[src/verilog/lbm_params.svh]
// constants of the line overhead monitor: register indices, bit positions,
// reset values and frame counts
// assumes inclusion by bare name from the package and the monitor
`ifndef LBM_PARAMS_SVH
`define LBM_PARAMS_SVH

// register indices; byte address is four times the index
`define LBM_IDX_IRQ_EN    10'h0E0
`define LBM_IDX_STATUS    10'h0E1
`define LBM_IDX_CFG       10'h0E2
`define LBM_IDX_SF_PER0   10'h0E3
`define LBM_IDX_SF_PER1   10'h0E4
`define LBM_IDX_SF_PER2   10'h0E5
`define LBM_IDX_SF_SAT0   10'h0E6
`define LBM_IDX_SF_SAT1   10'h0E7
`define LBM_IDX_SF_DEC0   10'h0E8
`define LBM_IDX_SF_DEC1   10'h0E9
`define LBM_IDX_SF_CLR0   10'h0EA
`define LBM_IDX_SF_CLR1   10'h0EB
`define LBM_IDX_SD_PER0   10'h0EC
`define LBM_IDX_SD_PER1   10'h0ED
`define LBM_IDX_SD_PER2   10'h0EE
`define LBM_IDX_SD_SAT0   10'h0EF
`define LBM_IDX_SD_SAT1   10'h0F0
`define LBM_IDX_SD_DEC0   10'h0F1
`define LBM_IDX_SD_DEC1   10'h0F2
`define LBM_IDX_SD_CLR0   10'h0F3
`define LBM_IDX_SD_CLR1   10'h0F4
`define LBM_IDX_K1_HOLD   10'h0F5
`define LBM_IDX_K2_HOLD   10'h0F6
`define LBM_IDX_SYNC_HOLD 10'h0F7

// configuration bit positions
`define LBM_CFG_SYNC_CAP  7
`define LBM_CFG_SF_EN     6
`define LBM_CFG_SF_SMODE  5
`define LBM_CFG_SF_CMODE  4
`define LBM_CFG_SD_EN     3
`define LBM_CFG_SD_SMODE  2
`define LBM_CFG_SD_CMODE  1

// reset values
`define LBM_RST_BYTE      8'h00

// frame counts and limits
`define LBM_APS_RUN       2'h3
`define LBM_APS_FAIL      4'hC
`define LBM_SYNC_RUN      4'h8
`define LBM_LONG_LAST     6'h3F
`define LBM_SAT_OFF       12'hFFF
`define LBM_ACC_MAX       17'h0FFFF

// bus responses
`define LBM_RESP_OKAY     2'h0
`define LBM_RESP_SLVERR   2'h2

`endif

[src/verilog/lbm_pkg.sv]
// types of the line overhead monitor
// assumes lbm_params.svh is on the include path
`include "lbm_params.svh"
package lbm_pkg;

   typedef struct packed {
      logic        awvalid;
      logic [11:0] awaddr;
      logic        wvalid;
      logic [31:0] wdata;
      logic [3:0]  wstrb;
      logic        bready;
      logic        arvalid;
      logic [11:0] araddr;
      logic        rready;
   } lbm_axi_req_type;

   typedef struct packed {
      logic        awready;
      logic        wready;
      logic        bvalid;
      logic [1:0]  bresp;
      logic        arready;
      logic        rvalid;
      logic [31:0] rdata;
      logic [1:0]  rresp;
   } lbm_axi_rsp_type;

   typedef struct packed {
      logic        frame;
      logic [11:0] b2_err;
      logic [7:0]  k1;
      logic [7:0]  k2;
      logic [3:0]  sync_nibble;
   } lbm_ovh_type;

   typedef struct packed {
      logic        en;
      logic        cmode;
      logic        smode;
      logic [23:0] period;
      logic [11:0] sth;
      logic [11:0] dth;
      logic [11:0] cth;
   } lbm_ber_cfg_type;

   typedef struct packed {
      logic [23:0]      frame_cnt;
      logic [15:0]      sub_acc;
      logic [7:0][15:0] subtot;
      logic [2:0]       slot;
      logic [5:0]       long_cnt;
      logic [21:0]      long_acc;
      logic             alarm;
   } lbm_ber_type;

   typedef enum logic [1:0] {
      LBM_WR_IDLE = 2'b01,
      LBM_WR_RESP = 2'b10
   } lbm_wr_state_type;

   typedef struct packed {
      lbm_wr_state_type wr_state;
      logic             aw_got;
      logic             w_got;
      logic [9:0]       aw_idx;
      logic [7:0]       wdata;
      logic             wstrb0;
      logic [1:0]       bresp;
      logic             rvalid;
      logic [7:0]       rdata;
      logic [1:0]       rresp;
   } lbm_axi_state_type;

   typedef struct packed {
      logic [4:0]        irq_en;
      logic [7:0]        cfg;
      logic [23:0]       sf_period;
      logic [11:0]       sf_sth;
      logic [11:0]       sf_dth;
      logic [11:0]       sf_cth;
      logic [23:0]       sd_period;
      logic [11:0]       sd_sth;
      logic [11:0]       sd_dth;
      logic [11:0]       sd_cth;
      logic [4:0]        events;
      lbm_ber_type       sd;
      lbm_ber_type       sf;
      logic [7:0]        k1_prev;
      logic [7:0]        k2_prev;
      logic [1:0]        k1_run;
      logic [1:0]        pair_run;
      logic [3:0]        fail_cnt;
      logic              fail_state;
      logic [7:0]        k1_hold;
      logic [7:0]        k2_hold;
      logic [3:0]        nib_prev;
      logic [3:0]        nib_run;
      logic [3:0]        sync_hold;
      lbm_axi_state_type axi;
      logic              irq;
   } lbm_state_type;

endpackage

[src/verilog/lbm_monitor.sv]
// line overhead monitor: b2 error rate alarms, protection byte failure,
// k1/k2 and sync status capture, clear-on-read events, axi4-lite registers
// assumes one overhead update per frame, on core_clk, from the framer
//
// What this block does
// - enabled byte-failure event drives interrupt on alarm declare or removal
// - byte-failure alarm set after twelve frames without three equal k1
// - byte-failure alarm cleared after three consecutive equal k1 bytes
// - degrade alarm raised at or above declare threshold, lowered below clear threshold
// - fail alarm raised at or above declare threshold, lowered below clear threshold
// - degrade change event on each alarm change, cleared by status read
// - fail change event on each alarm change, cleared by status read
// - sync event when new sync value stored, cleared by status read
// - aps event when new k1/k2 code stored, cleared by status read
// - byte-failure event on each alarm change, cleared by status read
// - degrade clear window equals declare window, or eight times it
// - fail clear window equals declare window, or eight times it
// - degrade saturation caps errors per frame or per subtotal
// - fail saturation caps errors per frame or per subtotal
// - degrade enable accumulates errors; off resets to declaration monitoring
// - fail enable accumulates errors; off resets to declaration monitoring
// - sync capture stores nibble after eight equal frames, else every frame
// - fail period counts frames per subtotal; window is eight subtotals
// - degrade period counts frames per subtotal; window is eight subtotals
// - saturation threshold of all ones disables saturation
// - fail declared at count at least declare, removed below clear
// - degrade declared at count at least declare, removed below clear
`timescale 1ns/1ps
`default_nettype none
`include "lbm_params.svh"

module lbm_monitor (
   // clock and reset
   input  wire logic                     core_clk,
   input  wire logic                     rst_n,
   // register bus
   input  wire lbm_pkg::lbm_axi_req_type axi_req,
   output lbm_pkg::lbm_axi_rsp_type      axi_rsp,
   // receive overhead
   input  wire lbm_pkg::lbm_ovh_type     ovh,
   // interrupt
   output logic                          irq
);

   // ------------------------------------------------------------
   // helpers
   // ------------------------------------------------------------
   function automatic logic mapped(input logic [9:0] idx);
      mapped = (idx >= `LBM_IDX_IRQ_EN) && (idx <= `LBM_IDX_SYNC_HOLD);
   endfunction

   function automatic lbm_pkg::lbm_ber_type ber_step(
      input lbm_pkg::lbm_ber_type     s,
      input lbm_pkg::lbm_ber_cfg_type c,
      input logic                     frame,
      input logic [11:0]              err);
      lbm_pkg::lbm_ber_type n;
      logic [11:0]          e;
      logic [16:0]          acc;
      logic [18:0]          win;
      logic [21:0]          lng;
      logic                 cap_on;
      logic                 last;
      integer               i;
      n = s;
      cap_on = (c.sth != `LBM_SAT_OFF);
      e = (cap_on && !c.smode && err > c.sth) ? c.sth : err;
      acc = {1'b0, s.sub_acc} + {5'h00, e};
      if (acc[16]) begin
         acc = `LBM_ACC_MAX;
      end
      if (cap_on && c.smode && acc > {5'h00, c.sth}) begin
         acc = {5'h00, c.sth};
      end
      last = ({1'b0, s.frame_cnt} + 25'h0000001) >= {1'b0, c.period};
      win = 19'h00000;
      for (i = 0; i < 8; i = i + 1) begin
         win = win + {3'h0, (3'(i) == s.slot) ? acc[15:0] : s.subtot[i]};
      end
      lng = s.long_acc + {6'h00, acc[15:0]};
      if (!c.en) begin
         n = '0;
      end else if (frame) begin
         if (!last) begin
            n.frame_cnt = s.frame_cnt + 24'h000001;
            n.sub_acc = acc[15:0];
         end else begin
            n.frame_cnt = 24'h000000;
            n.sub_acc = 16'h0000;
            n.subtot[s.slot] = acc[15:0];
            n.slot = s.slot + 3'h1;
            n.long_cnt = s.long_cnt + 6'h01;
            n.long_acc = (s.long_cnt == `LBM_LONG_LAST) ? 22'h000000 : lng;
            if (!s.alarm && win >= {7'h00, c.dth}) begin
               n.alarm = 1'b1;
            end else if (s.alarm && !c.cmode && win < {7'h00, c.cth}) begin
               n.alarm = 1'b0;
            end else if (s.alarm && c.cmode && s.long_cnt == `LBM_LONG_LAST
                         && lng < {10'h000, c.cth}) begin
               n.alarm = 1'b0;
            end
         end
      end
      return n;
   endfunction

   // ------------------------------------------------------------
   // state
   // ------------------------------------------------------------
   lbm_pkg::lbm_state_type   s;
   lbm_pkg::lbm_state_type   next_s;
   lbm_pkg::lbm_ber_cfg_type sd_cfg;
   lbm_pkg::lbm_ber_cfg_type sf_cfg;
   logic [9:0]               ar_idx;
   logic                     ar_take;
   logic [7:0]               status_byte;
   logic [4:0]               new_ev;
   logic [1:0]               k1_run_n;
   logic [1:0]               pair_run_n;
   logic [3:0]               fail_cnt_n;
   logic [3:0]               nib_run_n;

   assign sd_cfg = '{en:     s.cfg[`LBM_CFG_SD_EN],
                     cmode:  s.cfg[`LBM_CFG_SD_CMODE],
                     smode:  s.cfg[`LBM_CFG_SD_SMODE],
                     period: s.sd_period,
                     sth:    s.sd_sth,
                     dth:    s.sd_dth,
                     cth:    s.sd_cth};
   assign sf_cfg = '{en:     s.cfg[`LBM_CFG_SF_EN],
                     cmode:  s.cfg[`LBM_CFG_SF_CMODE],
                     smode:  s.cfg[`LBM_CFG_SF_SMODE],
                     period: s.sf_period,
                     sth:    s.sf_sth,
                     dth:    s.sf_dth,
                     cth:    s.sf_cth};

   assign ar_idx = axi_req.araddr[11:2];
   assign ar_take = axi_req.arvalid && !s.axi.rvalid;
   assign status_byte = {s.events, s.sf.alarm, s.sd.alarm, s.fail_state};

   // ------------------------------------------------------------
   // next state
   // ------------------------------------------------------------
   always_comb begin
      next_s = s;
      new_ev = 5'h00;
      k1_run_n = s.k1_run;
      pair_run_n = s.pair_run;
      fail_cnt_n = s.fail_cnt;
      nib_run_n = s.nib_run;

      // error rate monitors
      next_s.sd = ber_step(s.sd, sd_cfg, ovh.frame, ovh.b2_err);
      next_s.sf = ber_step(s.sf, sf_cfg, ovh.frame, ovh.b2_err);
      new_ev[0] = next_s.sd.alarm != s.sd.alarm;
      new_ev[1] = next_s.sf.alarm != s.sf.alarm;

      // protection bytes and sync status
      if (ovh.frame) begin
         next_s.k1_prev = ovh.k1;
         next_s.k2_prev = ovh.k2;
         next_s.nib_prev = ovh.sync_nibble;
         if (ovh.k1 != s.k1_prev) begin
            k1_run_n = 2'h1;
         end else if (s.k1_run != `LBM_APS_RUN) begin
            k1_run_n = s.k1_run + 2'h1;
         end
         if (ovh.k1 != s.k1_prev || ovh.k2 != s.k2_prev) begin
            pair_run_n = 2'h1;
         end else if (s.pair_run != `LBM_APS_RUN) begin
            pair_run_n = s.pair_run + 2'h1;
         end
         next_s.k1_run = k1_run_n;
         next_s.pair_run = pair_run_n;
         if (k1_run_n == `LBM_APS_RUN) begin
            fail_cnt_n = 4'h0;
            next_s.fail_state = 1'b0;
         end else begin
            if (s.fail_cnt != `LBM_APS_FAIL) begin
               fail_cnt_n = s.fail_cnt + 4'h1;
            end
            if (fail_cnt_n == `LBM_APS_FAIL) begin
               next_s.fail_state = 1'b1;
            end
         end
         next_s.fail_cnt = fail_cnt_n;
         if (pair_run_n == `LBM_APS_RUN
             && {ovh.k1, ovh.k2} != {s.k1_hold, s.k2_hold}) begin
            next_s.k1_hold = ovh.k1;
            next_s.k2_hold = ovh.k2;
            new_ev[3] = 1'b1;
         end
         if (ovh.sync_nibble != s.nib_prev) begin
            nib_run_n = 4'h1;
         end else if (s.nib_run != `LBM_SYNC_RUN) begin
            nib_run_n = s.nib_run + 4'h1;
         end
         next_s.nib_run = nib_run_n;
         if ((!s.cfg[`LBM_CFG_SYNC_CAP] || nib_run_n == `LBM_SYNC_RUN)
             && ovh.sync_nibble != s.sync_hold) begin
            next_s.sync_hold = ovh.sync_nibble;
            new_ev[2] = 1'b1;
         end
      end
      new_ev[4] = next_s.fail_state != s.fail_state;

      // write channel
      if (s.axi.wr_state == lbm_pkg::LBM_WR_RESP) begin
         if (axi_req.bready) begin
            next_s.axi.wr_state = lbm_pkg::LBM_WR_IDLE;
         end
      end else if (s.axi.aw_got && s.axi.w_got) begin
         next_s.axi.aw_got = 1'b0;
         next_s.axi.w_got = 1'b0;
         next_s.axi.wr_state = lbm_pkg::LBM_WR_RESP;
         next_s.axi.bresp = mapped(s.axi.aw_idx) ? `LBM_RESP_OKAY : `LBM_RESP_SLVERR;
         if (s.axi.wstrb0) begin
            unique case (s.axi.aw_idx)
               `LBM_IDX_IRQ_EN:  next_s.irq_en = s.axi.wdata[7:3];
               `LBM_IDX_CFG:     next_s.cfg = s.axi.wdata;
               `LBM_IDX_SF_PER0: next_s.sf_period[7:0] = s.axi.wdata;
               `LBM_IDX_SF_PER1: next_s.sf_period[15:8] = s.axi.wdata;
               `LBM_IDX_SF_PER2: next_s.sf_period[23:16] = s.axi.wdata;
               `LBM_IDX_SF_SAT0: next_s.sf_sth[7:0] = s.axi.wdata;
               `LBM_IDX_SF_SAT1: next_s.sf_sth[11:8] = s.axi.wdata[3:0];
               `LBM_IDX_SF_DEC0: next_s.sf_dth[7:0] = s.axi.wdata;
               `LBM_IDX_SF_DEC1: next_s.sf_dth[11:8] = s.axi.wdata[3:0];
               `LBM_IDX_SF_CLR0: next_s.sf_cth[7:0] = s.axi.wdata;
               `LBM_IDX_SF_CLR1: next_s.sf_cth[11:8] = s.axi.wdata[3:0];
               `LBM_IDX_SD_PER0: next_s.sd_period[7:0] = s.axi.wdata;
               `LBM_IDX_SD_PER1: next_s.sd_period[15:8] = s.axi.wdata;
               `LBM_IDX_SD_PER2: next_s.sd_period[23:16] = s.axi.wdata;
               `LBM_IDX_SD_SAT0: next_s.sd_sth[7:0] = s.axi.wdata;
               `LBM_IDX_SD_SAT1: next_s.sd_sth[11:8] = s.axi.wdata[3:0];
               `LBM_IDX_SD_DEC0: next_s.sd_dth[7:0] = s.axi.wdata;
               `LBM_IDX_SD_DEC1: next_s.sd_dth[11:8] = s.axi.wdata[3:0];
               `LBM_IDX_SD_CLR0: next_s.sd_cth[7:0] = s.axi.wdata;
               `LBM_IDX_SD_CLR1: next_s.sd_cth[11:8] = s.axi.wdata[3:0];
               default:          next_s.irq_en = s.irq_en;
            endcase
         end
      end else begin
         if (axi_req.awvalid && !s.axi.aw_got) begin
            next_s.axi.aw_got = 1'b1;
            next_s.axi.aw_idx = axi_req.awaddr[11:2];
         end
         if (axi_req.wvalid && !s.axi.w_got) begin
            next_s.axi.w_got = 1'b1;
            next_s.axi.wdata = axi_req.wdata[7:0];
            next_s.axi.wstrb0 = axi_req.wstrb[0];
         end
      end

      // read channel
      if (s.axi.rvalid && axi_req.rready) begin
         next_s.axi.rvalid = 1'b0;
      end
      if (ar_take) begin
         next_s.axi.rvalid = 1'b1;
         next_s.axi.rresp = mapped(ar_idx) ? `LBM_RESP_OKAY : `LBM_RESP_SLVERR;
         unique case (ar_idx)
            `LBM_IDX_IRQ_EN:    next_s.axi.rdata = {s.irq_en, 3'h0};
            `LBM_IDX_STATUS:    next_s.axi.rdata = status_byte;
            `LBM_IDX_CFG:       next_s.axi.rdata = s.cfg;
            `LBM_IDX_SF_PER0:   next_s.axi.rdata = s.sf_period[7:0];
            `LBM_IDX_SF_PER1:   next_s.axi.rdata = s.sf_period[15:8];
            `LBM_IDX_SF_PER2:   next_s.axi.rdata = s.sf_period[23:16];
            `LBM_IDX_SF_SAT0:   next_s.axi.rdata = s.sf_sth[7:0];
            `LBM_IDX_SF_SAT1:   next_s.axi.rdata = {4'h0, s.sf_sth[11:8]};
            `LBM_IDX_SF_DEC0:   next_s.axi.rdata = s.sf_dth[7:0];
            `LBM_IDX_SF_DEC1:   next_s.axi.rdata = {4'h0, s.sf_dth[11:8]};
            `LBM_IDX_SF_CLR0:   next_s.axi.rdata = s.sf_cth[7:0];
            `LBM_IDX_SF_CLR1:   next_s.axi.rdata = {4'h0, s.sf_cth[11:8]};
            `LBM_IDX_SD_PER0:   next_s.axi.rdata = s.sd_period[7:0];
            `LBM_IDX_SD_PER1:   next_s.axi.rdata = s.sd_period[15:8];
            `LBM_IDX_SD_PER2:   next_s.axi.rdata = s.sd_period[23:16];
            `LBM_IDX_SD_SAT0:   next_s.axi.rdata = s.sd_sth[7:0];
            `LBM_IDX_SD_SAT1:   next_s.axi.rdata = {4'h0, s.sd_sth[11:8]};
            `LBM_IDX_SD_DEC0:   next_s.axi.rdata = s.sd_dth[7:0];
            `LBM_IDX_SD_DEC1:   next_s.axi.rdata = {4'h0, s.sd_dth[11:8]};
            `LBM_IDX_SD_CLR0:   next_s.axi.rdata = s.sd_cth[7:0];
            `LBM_IDX_SD_CLR1:   next_s.axi.rdata = {4'h0, s.sd_cth[11:8]};
            `LBM_IDX_K1_HOLD:   next_s.axi.rdata = s.k1_hold;
            `LBM_IDX_K2_HOLD:   next_s.axi.rdata = s.k2_hold;
            `LBM_IDX_SYNC_HOLD: next_s.axi.rdata = {4'h0, s.sync_hold};
            default:            next_s.axi.rdata = `LBM_RST_BYTE;
         endcase
      end

      // events: status read clears, a new event in the same cycle wins
      next_s.events = s.events;
      if (ar_take && ar_idx == `LBM_IDX_STATUS) begin
         next_s.events = 5'h00;
      end
      next_s.events = next_s.events | {new_ev[4], new_ev[3], new_ev[2], new_ev[1], new_ev[0]};
      next_s.irq = |(next_s.events & s.irq_en);
   end

   // ------------------------------------------------------------
   // registers and outputs
   // ------------------------------------------------------------
   always_ff @(posedge core_clk) begin
      if (!rst_n) begin
         s <= '0;
         s.axi.wr_state <= lbm_pkg::LBM_WR_IDLE;
      end else begin
         s <= next_s;
      end
   end

   assign axi_rsp.awready = (s.axi.wr_state == lbm_pkg::LBM_WR_IDLE) && !s.axi.aw_got;
   assign axi_rsp.wready = (s.axi.wr_state == lbm_pkg::LBM_WR_IDLE) && !s.axi.w_got;
   assign axi_rsp.bvalid = s.axi.wr_state == lbm_pkg::LBM_WR_RESP;
   assign axi_rsp.bresp = s.axi.bresp;
   assign axi_rsp.arready = !s.axi.rvalid;
   assign axi_rsp.rvalid = s.axi.rvalid;
   assign axi_rsp.rdata = {24'h000000, s.axi.rdata};
   assign axi_rsp.rresp = s.axi.rresp;
   assign irq = s.irq;

endmodule
`default_nettype wire

[config.mk]
export PLATFORM = sky130hd
export DESIGN_NAME = lbm_monitor
export DESIGN_NICKNAME = d
export VERILOG_FILES = /design/src/verilog/lbm_pkg.sv /design/src/verilog/lbm_monitor.sv
export VERILOG_INCLUDE_DIRS = /design/src /design/src/verilog
export SDC_FILE = /design/constraint.sdc
export NUM_CORES = 2
export LEC_CHECK = 0
export BUFFER_PORTS_ARGS = -buffer_cell sky130_fd_sc_hd__buf_4
export CORE_MARGIN = 2
export CORE_UTILIZATION = 45
export DETAILED_ROUTE_END_ITERATION = 10
export PLACE_DENSITY = 0.71
export SLEW_MARGIN = 25
export SYNTH_ARGS = -nofsm -noshare
export SYNTH_HDL_FRONTEND = slang
export SYNTH_SLANG_ARGS = --single-unit
export TNS_END_PERCENT = 100
[constraint.sdc]
create_clock -name core_clk -period 12.63 [get_ports core_clk]
set_input_delay 0.6315 -clock core_clk [delete_from_list [all_inputs] [get_ports core_clk]]
set_output_delay 0.6315 -clock core_clk [all_outputs]
set_load 0.02 [all_outputs]
* After elaboration in Yosys (flattened, before gate mapping)
Cells that the tools add are included.
Word-level totals: register bits 628, input bits 100, output and inout bits 42, word-level logic and storage cells 368
Operators by class: add/subtract/negate cells 30, magnitude comparators 20, equality and inequality tests 81, mux-type cells 77, bitwise operators 4, reductions and logical operators 85
Operator list (count):
- 10-bit by 8-bit equality test with 1-bit output, second input constant | 44
- 16-bit two-way mux | 23
- 128-bit bitwise mux | 2
- 8-bit one-hot mux with 24 select lines | 1
- 19-bit by 16-bit adder with 19-bit output | 8
- 16-bit demux with 3-bit select | 2
- 40-bit two-way mux | 2
- 4-bit AND reduction | 20
- 24-bit by 1-bit adder with 25-bit output, second input constant | 2
- 25-bit by 24-bit greater-or-equal comparator with 1-bit output | 2
- 24-bit by 1-bit adder with 24-bit output, second input constant | 2
- 22-bit by 16-bit adder with 22-bit output | 2
- 22-bit by 12-bit < comparator with 1-bit output | 2
- 22-bit two-way mux | 2
- 18-bit by 16-bit adder with 19-bit output | 2
- 19-bit by 12-bit greater-or-equal comparator with 1-bit output | 2
- 19-bit by 12-bit < comparator with 1-bit output | 2
- 17-bit by 16-bit adder with 18-bit output | 2
- 16-bit by 12-bit adder with 17-bit output | 2
- 16-bit by 16-bit adder with 17-bit output | 2
- 17-bit by 12-bit greater-than comparator with 1-bit output | 2
- 1-bit logical AND | 34
- 4-bit two-way mux | 8
- 29-bit two-way mux | 1
- 38 further kinds | 126

* Longest topological paths before layout
word-level depth 28, depth in mapped cells 61, gate-level depth less buffers 58

* Worst setup path before layout
No wires, ideal clock.
kind input to register, start point input port ovh[25] in the netlist's numbering, end point register s (netlist bit irq), setup time 0.131 ns, arrival time 11.780 ns, data required time 12.499 ns, setup slack 0.720 ns, stages 53, path buffers 3, cells stage by stage ha_1 -> a21o_1 -> a21o_1 -> a21oi_1 -> or2_2 -> o311a_1 -> nor4_1 -> clkbuf_1 -> o21ai_0 -> ha_1 -> fa_1 -> a21o_1 -> a221o_1 -> a31o_2 -> a21o_1 -> a21oi_1 -> xor2_1 -> nand2_1 -> (+17 left out) -> fa_1 -> a21oi_1 -> nor2_1 -> nor2_1 -> o21bai_1 -> a21oi_1 -> xnor2_1 -> ha_1 -> a21o_1 -> a21o_1 -> a21oi_1 -> o21ai_0 -> a211oi_1 -> nor2_1 -> a32oi_1 -> o31ai_4 -> nand2_1 -> o211ai_2
On the way: cells in the longest elaborated chain, start to end 27, elaborated cells on any way between the ends 77, those cells by class 18 x add/sub; 10 x order compare; 2 x eq/ne; 34 x mux; 2 x bitwise; 11 x reduce/logical
Ends and longest elaborated chain:
- from (decl) | line lbm_monitor.sv:40 | input wire lbm_pkg::lbm_ovh_type ovh,
- 12-bit greater-than comparator | line lbm_monitor.sv:67 | e = (cap_on && !c.smode && err > c.sth) ? c.sth : err;
- 1-bit logical AND | line lbm_monitor.sv:67
- 12-bit two-way mux | line lbm_monitor.sv:67
- 16-bit by 12-bit adder with 17-bit output | line lbm_monitor.sv:68 | acc = {1'b0, s.sub_acc} + {5'h00, e};
- 16-bit two-way mux | line lbm_monitor.sv:69 | if (acc[16]) begin
- 17-bit by 12-bit greater-than comparator with 1-bit output | line lbm_monitor.sv:72 | if (cap_on && c.smode && acc > {5'h00, c.sth}) begin
- 1-bit logical AND | line lbm_monitor.sv:72
- 16-bit two-way mux | line lbm_monitor.sv:72
- (+11 left out)
- 1-bit two-way mux | line lbm_monitor.sv:94 | if (!s.alarm && win >= {7'h00, c.dth}) begin
- 1-bit two-way mux | line lbm_monitor.sv:84 | if (!last) begin
- 1-bit two-way mux | line lbm_monitor.sv:83 | end else if (frame) begin
- 1-bit two-way mux | line lbm_monitor.sv:81 | if (!c.en) begin
- 1-bit inequality test, on equally long branches | line lbm_monitor.sv:156, lbm_monitor.sv:157
- 5-bit bitwise OR * | line lbm_monitor.sv:296 | next_s.events = next_s.events | {new_ev[4], new_ev[3], new_ev[2], new_ev[1], new_ev[0]};
- 5-bit AND * | line lbm_monitor.sv:297 | next_s.irq = |(next_s.events & s.irq_en);
- 5-bit OR reduction * | line lbm_monitor.sv:297
- to (signal assigned) | line lbm_monitor.sv:308 | s <= next_s;
- to (decl) | line lbm_monitor.sv:110 | lbm_pkg::lbm_state_type s;
Mark *: on every way between the ends. The rest lies on a longest branch, timed or not. A chain may end at the register's enable or synchronous reset.

* Final worst setup path
start point register s[581] in the netlist's numbering, end point register s (netlist bit irq)
On the way: cells in the longest elaborated chain, start to end 28, elaborated cells on any way between the ends 43, those cells by class 9 x add/sub; 5 x order compare; 2 x eq/ne; 17 x mux; 2 x bitwise; 8 x reduce/logical
Ends and longest elaborated chain:
- branches (longest 8 deep; another with 16-bit by 12-bit adder with 17-bit output)
- 16-bit two-way mux * | line lbm_monitor.sv:72
- 16-bit two-way mux | line lbm_monitor.sv:78 | win = win + {3'h0, (3'(i) == s.slot) ? acc[15:0] : s.subtot[i]};
- 16-bit by 16-bit adder with 17-bit output | line lbm_monitor.sv:78
- 17-bit by 16-bit adder with 18-bit output | line lbm_monitor.sv:78
- 18-bit by 16-bit adder with 19-bit output | line lbm_monitor.sv:78
- 19-bit by 16-bit adder with 19-bit output (4 in series) | line lbm_monitor.sv:78
- 19-bit by 12-bit < comparator with 1-bit output | line lbm_monitor.sv:96 | end else if (s.alarm && !c.cmode && win < {7'h00, c.cth}) begin
- (+2 left out)
- 1-bit two-way mux * | line lbm_monitor.sv:94
- 1-bit two-way mux * | line lbm_monitor.sv:84
- 1-bit two-way mux * | line lbm_monitor.sv:83
- 1-bit two-way mux * | line lbm_monitor.sv:81
- 1-bit inequality test * | line lbm_monitor.sv:157 | new_ev[1] = next_s.sf.alarm != s.sf.alarm;
- 5-bit bitwise OR * | line lbm_monitor.sv:296
- 5-bit AND * | line lbm_monitor.sv:297
- 5-bit OR reduction * | line lbm_monitor.sv:297
Every way passes the cells marked *.

==> results.tsv <==
stage	metric	value	unit
place	place_congestion	1.01	
worst_setup_path	rr_startpoint	s[581]	
min_path	hold_end	axi_rsp[34]	
synthesis	netlist_instances	5113	
routing	drc_errors	0	
power	intPower	3480	uW
clock_network	cts_buffer_depth	3	
synthesis	yosysWarnings	0	
power	powerDensity	97.6	mW/mm^2
clock_network	cts_hold_buf	0	
synthesis	synth_top_family_by_area	adder cells	
routing	vias	36300	
routing	wl_per_cell	19.5	microns
sta	drv_slew	0	
global_routing	antenna_found_initial	6	
worst_setup_path	arrival	12.46	ns
place	dp_hpwl	91000	microns
cells_and_area	nets	5696	
clock_network	clock-sinks	626	
clock_network	tritoncts	done	
power	power_frac_seq	43.6	%
cells_and_area	drive_gt1_share	10.4	%
power	p_clk_share	48.8	%
synthesis	ys_types	101	
worst_setup_path	critPathCaptureType	flip-flop	
synthesis	syn_area	0.0424	sq mm
global_routing	grt_max_degree	102	
synthesis	yosys.area_share.adder	17.2	%
die	fp.dieH	311	microns
flow_run	maxCapViolCount	0	
die	core_area	0.0933	sq mm
power	power_switching	1130	uW
synthesis	yosys.area.top_type_share	29.5	%
run_status	outcome	complete, no violations	
min_path	hold_depth	2	
routing	ant_nets	0	
clock_network	clk_pin_slew	0.06	ns
die	initial_core_util	45.5	%
synthesis	synth_ff_type	dfxtp_1	
cells_and_area	multi_input_area	0.0274	sq mm
min_path	min_path_type	in -> reg	
sta	clock_skew	0.0239	ns
sta	fin_crit	11.95	ns
synthesis	synth_largest_area_cell	dfxtp_1	
place	port-buffer-count	84	
power	switching_share	24.4	%
sta	fmax	83.7	MHz
worst_setup_path	criticalPathCategory	reg -> reg	
worst_setup_path	crit_buf_inv	8	
sta	slew_headroom	30.2	%
sta	finalHoldViolations	0	
global_routing	grt_pass1_vias	34700	
worst_setup_path	r2r_setup_slack	0.68	ns
die	io_pins	142	
routing	routed_via_density	5.63	
global_routing	grt-ovfl-total	0	
worst_setup_path	rr_worst_depth	53	
routing	dr.pass1.iters	8	
synthesis	synthSimpleGateAreaFrac	17.2	%
sta	grt_setup_unrepaired	yes	
die	die_x	311	microns
clock_network	cts_root_buf	clkbuf_16	
synthesis	synthArstFlopShare	0	%
worst_setup_path	path_max_fanout	15	
worst_setup_path	crit_required	13.14	ns
synthesis	synth_xor_area_share	3.65	%
clock_network	h-tree-depth	3	
clock_network	clock_latency	0.63	ns
worst_setup_path	worst_path_largest_cell_delay	0.59	ns
min_path	holdCritStartpoint	axi_req[0]	
synthesis	synth_edf_count	0	
sta	finalSetupViolCount	0	
worst_setup_path	slowest_stage	fa_1	
synthesis	synth.mux.area_fraction	11.0	%
synthesis	yosysSeqAreaShare	29.5	%
cells_and_area	area_growth	11.3	%
synthesis	synth_area_leaders	dfxtp_1 (30%), fa_1 (9.1%), mux2i_1 (8.0%), ha_1 (8.0%), nor2_1 (6.9%)	
sta	fin_hold_ws	0.172	ns
die	rows	112	
power	finalPower	4610	uW
cells_and_area	fillers	8762	
synthesis	ys_ff_latch	626	
worst_setup_path	regToRegEndpoint	irq	
global_routing	grt_pass1_wl	196000	microns
power	comb_power_share	7.5	%
worst_setup_path	start_kind	flip-flop	
synthesis	synth-compound-area-share	14.8	%
clock_network	cts_inserted_buffers	72	
sta	tightest_slew	1.04	ns
power	ir_worst_vdd	0.0885	mV
power	leakagePower	0.0200	uW
routing	first_iter_violations	3186	
cells_and_area	register_area	0.0125	sq mm
die	dieArea	0.0968	sq mm
worst_setup_path	cpLargestDelayFamily	compound AO/OA/AOI/OAI gates	
sta	fin_crit_sh	94.6	%
routing	totalWireLength	125000	microns
global_routing	grtUsageTotal	25.3	%
synthesis	syn_avg_cell_area	8.30	sq um
==> power groups by stage <==
stage	Clock (uW)	Sequential [uW]	Combinational, uW
floorplan	0	2040	243
global placement	0	2050	333
detailed placement	0	2050	339
CTS	2270	2010	341
global route	2340	2010	383
finish	2250	2010	347
==> how the worst max path moves through the flow <==
stage	from	to	slack, ns	cells past startpoint
detailed placement	ovh[25]	s[490]	0.06	56
global route	s[520]	s[490]	-0.005	57
floorplan	ovh[25]	irq	0.72	53
finish	s[581]	irq	0.68	53
CTS	s[521]	irq	0.25	56
global placement	ovh[25]	irq	0.18	50
==> Yosys cell counts, drive strengths merged, types with 12 or more instances <==
library cell / count
mux2i: 341
a21oi: 446
and2: 13
xnor2: 99
or3: 16
nor4: 23
buf: 53
a31oi: 26
nor2: 777
clkbuf: 249
o21a: 28
inv: 403
fa: 192
ha: 272
a22oi: 59
a221oi: 16
xor2: 78
dfxtp: 626
o21bai: 15
o31ai: 17
o211ai: 18
mux2: 112
a211oi: 27
nor2b: 33
nand4: 67
o21ai: 157
a22o: 23
and3: 43
nand2b: 42
nand3: 111
nand2: 472
a21o: 87
or2: 12
nor3: 41
==> kinds of logic (layout without fill, tap and decap cells) <==
kind of cell / after synthesis / in the layout
AO/OA/AOI/OAI: 997 / 997
XOR/XNOR: 177 / 177
adder cells (fa/ha/maj): 468 / 468
buffers and inverters: 709 / 757
flip-flops: 626 / 626
multiplexers: 453 / 453
other: 1 / 28
AND/OR/NAND/NOR: 1682 / 1682
==> cells in the final DEF, fill, tap and decap left out, types with 26 or more instances in the layout <==
master,count
and3_1,42
a22oi_1,59
dfxtp_1,621
nor2_1,773
inv_1,400
xor2_1,78
o21a_1,28
nor3_1,38
nor2b_1,32
o21ai_0,152
xnor2_1,98
ha_1,271
clkbuf_16,75
fa_1,192
nand4_1,67
buf_4,220
nand2b_1,42
mux2_2,112
nand2_1,466
nand3_1,110
mux2i_1,340
a21oi_1,437
conb_1,26
a21o_1,86
==> flip-flops by register name, indices dropped and copies added, names as in the netlist <==
register  count
axi_rsp      11
s           614
irq           1
==> per-stage QoR <==
stage / utilization, % / setup WS [ns] / TNS (ns) / std cells / cell area, sq um
after floorplan: - / 0.720 / 0 / 5138 / 42500
after global placement: 47.8 / 0.180 / 0 / 6310 / 44600
after detailed placement: 47.8 / 0.0579 / 0 / 6310 / 44600
after CTS: 50.5 / 0.251 / 0 / 6438 / 47100
after global routing: 50.6 / -0.00454 / -0.00454 / 6440 / 47200
final: 50.6 / 0.685 / 0 / 6442 / 47200
==> worst reg2reg max path, delay by kind of cell, from the launching register on <==
family	cells	cell delay, ns
AO/OA/AOI/OAI	25	4.74
XOR/XNOR	2	0.47
adder cells (fa/ha/maj)	9	3.73
buffers and inverters	8	1.05
flip-flops	1	0.43
multiplexers	2	0.46
AND/OR/NAND/NOR	7	0.92
==> routing by layer <==
layer | global-route usage [%] | share of wire [%] | vias up
met5 | 0 | 0.038 | -
li1 | - | - | 17400
met2 | 41.1 | 46 | 1180
met4 | 9.52 | 4.0 | 8
met3 | 3.57 | 6.5 | 282
met1 | 34.0 | 44 | 17500
==> area by class of cell <==
class                           count  area share (%)
Multi-Input combinational cell   3803            58.0
Sequential cell                   626            26.6
Clock buffer                      101            4.50
Timing Repair Buffer              222            3.55
Tap cell                         1254            3.32
Inverter                          407            3.25
Clock inverter                     27           0.816
Antenna cell                        2          0.0106
==> repair_timing <==
item                                    4_1_cts  5_1_grt
endpoints found under the setup margin        0        5
resized for setup                             0       18
buffers inserted                              0        2
endpoints found under the hold margin         0        0
Note: power is estimated with default switching activity, not from simulation.
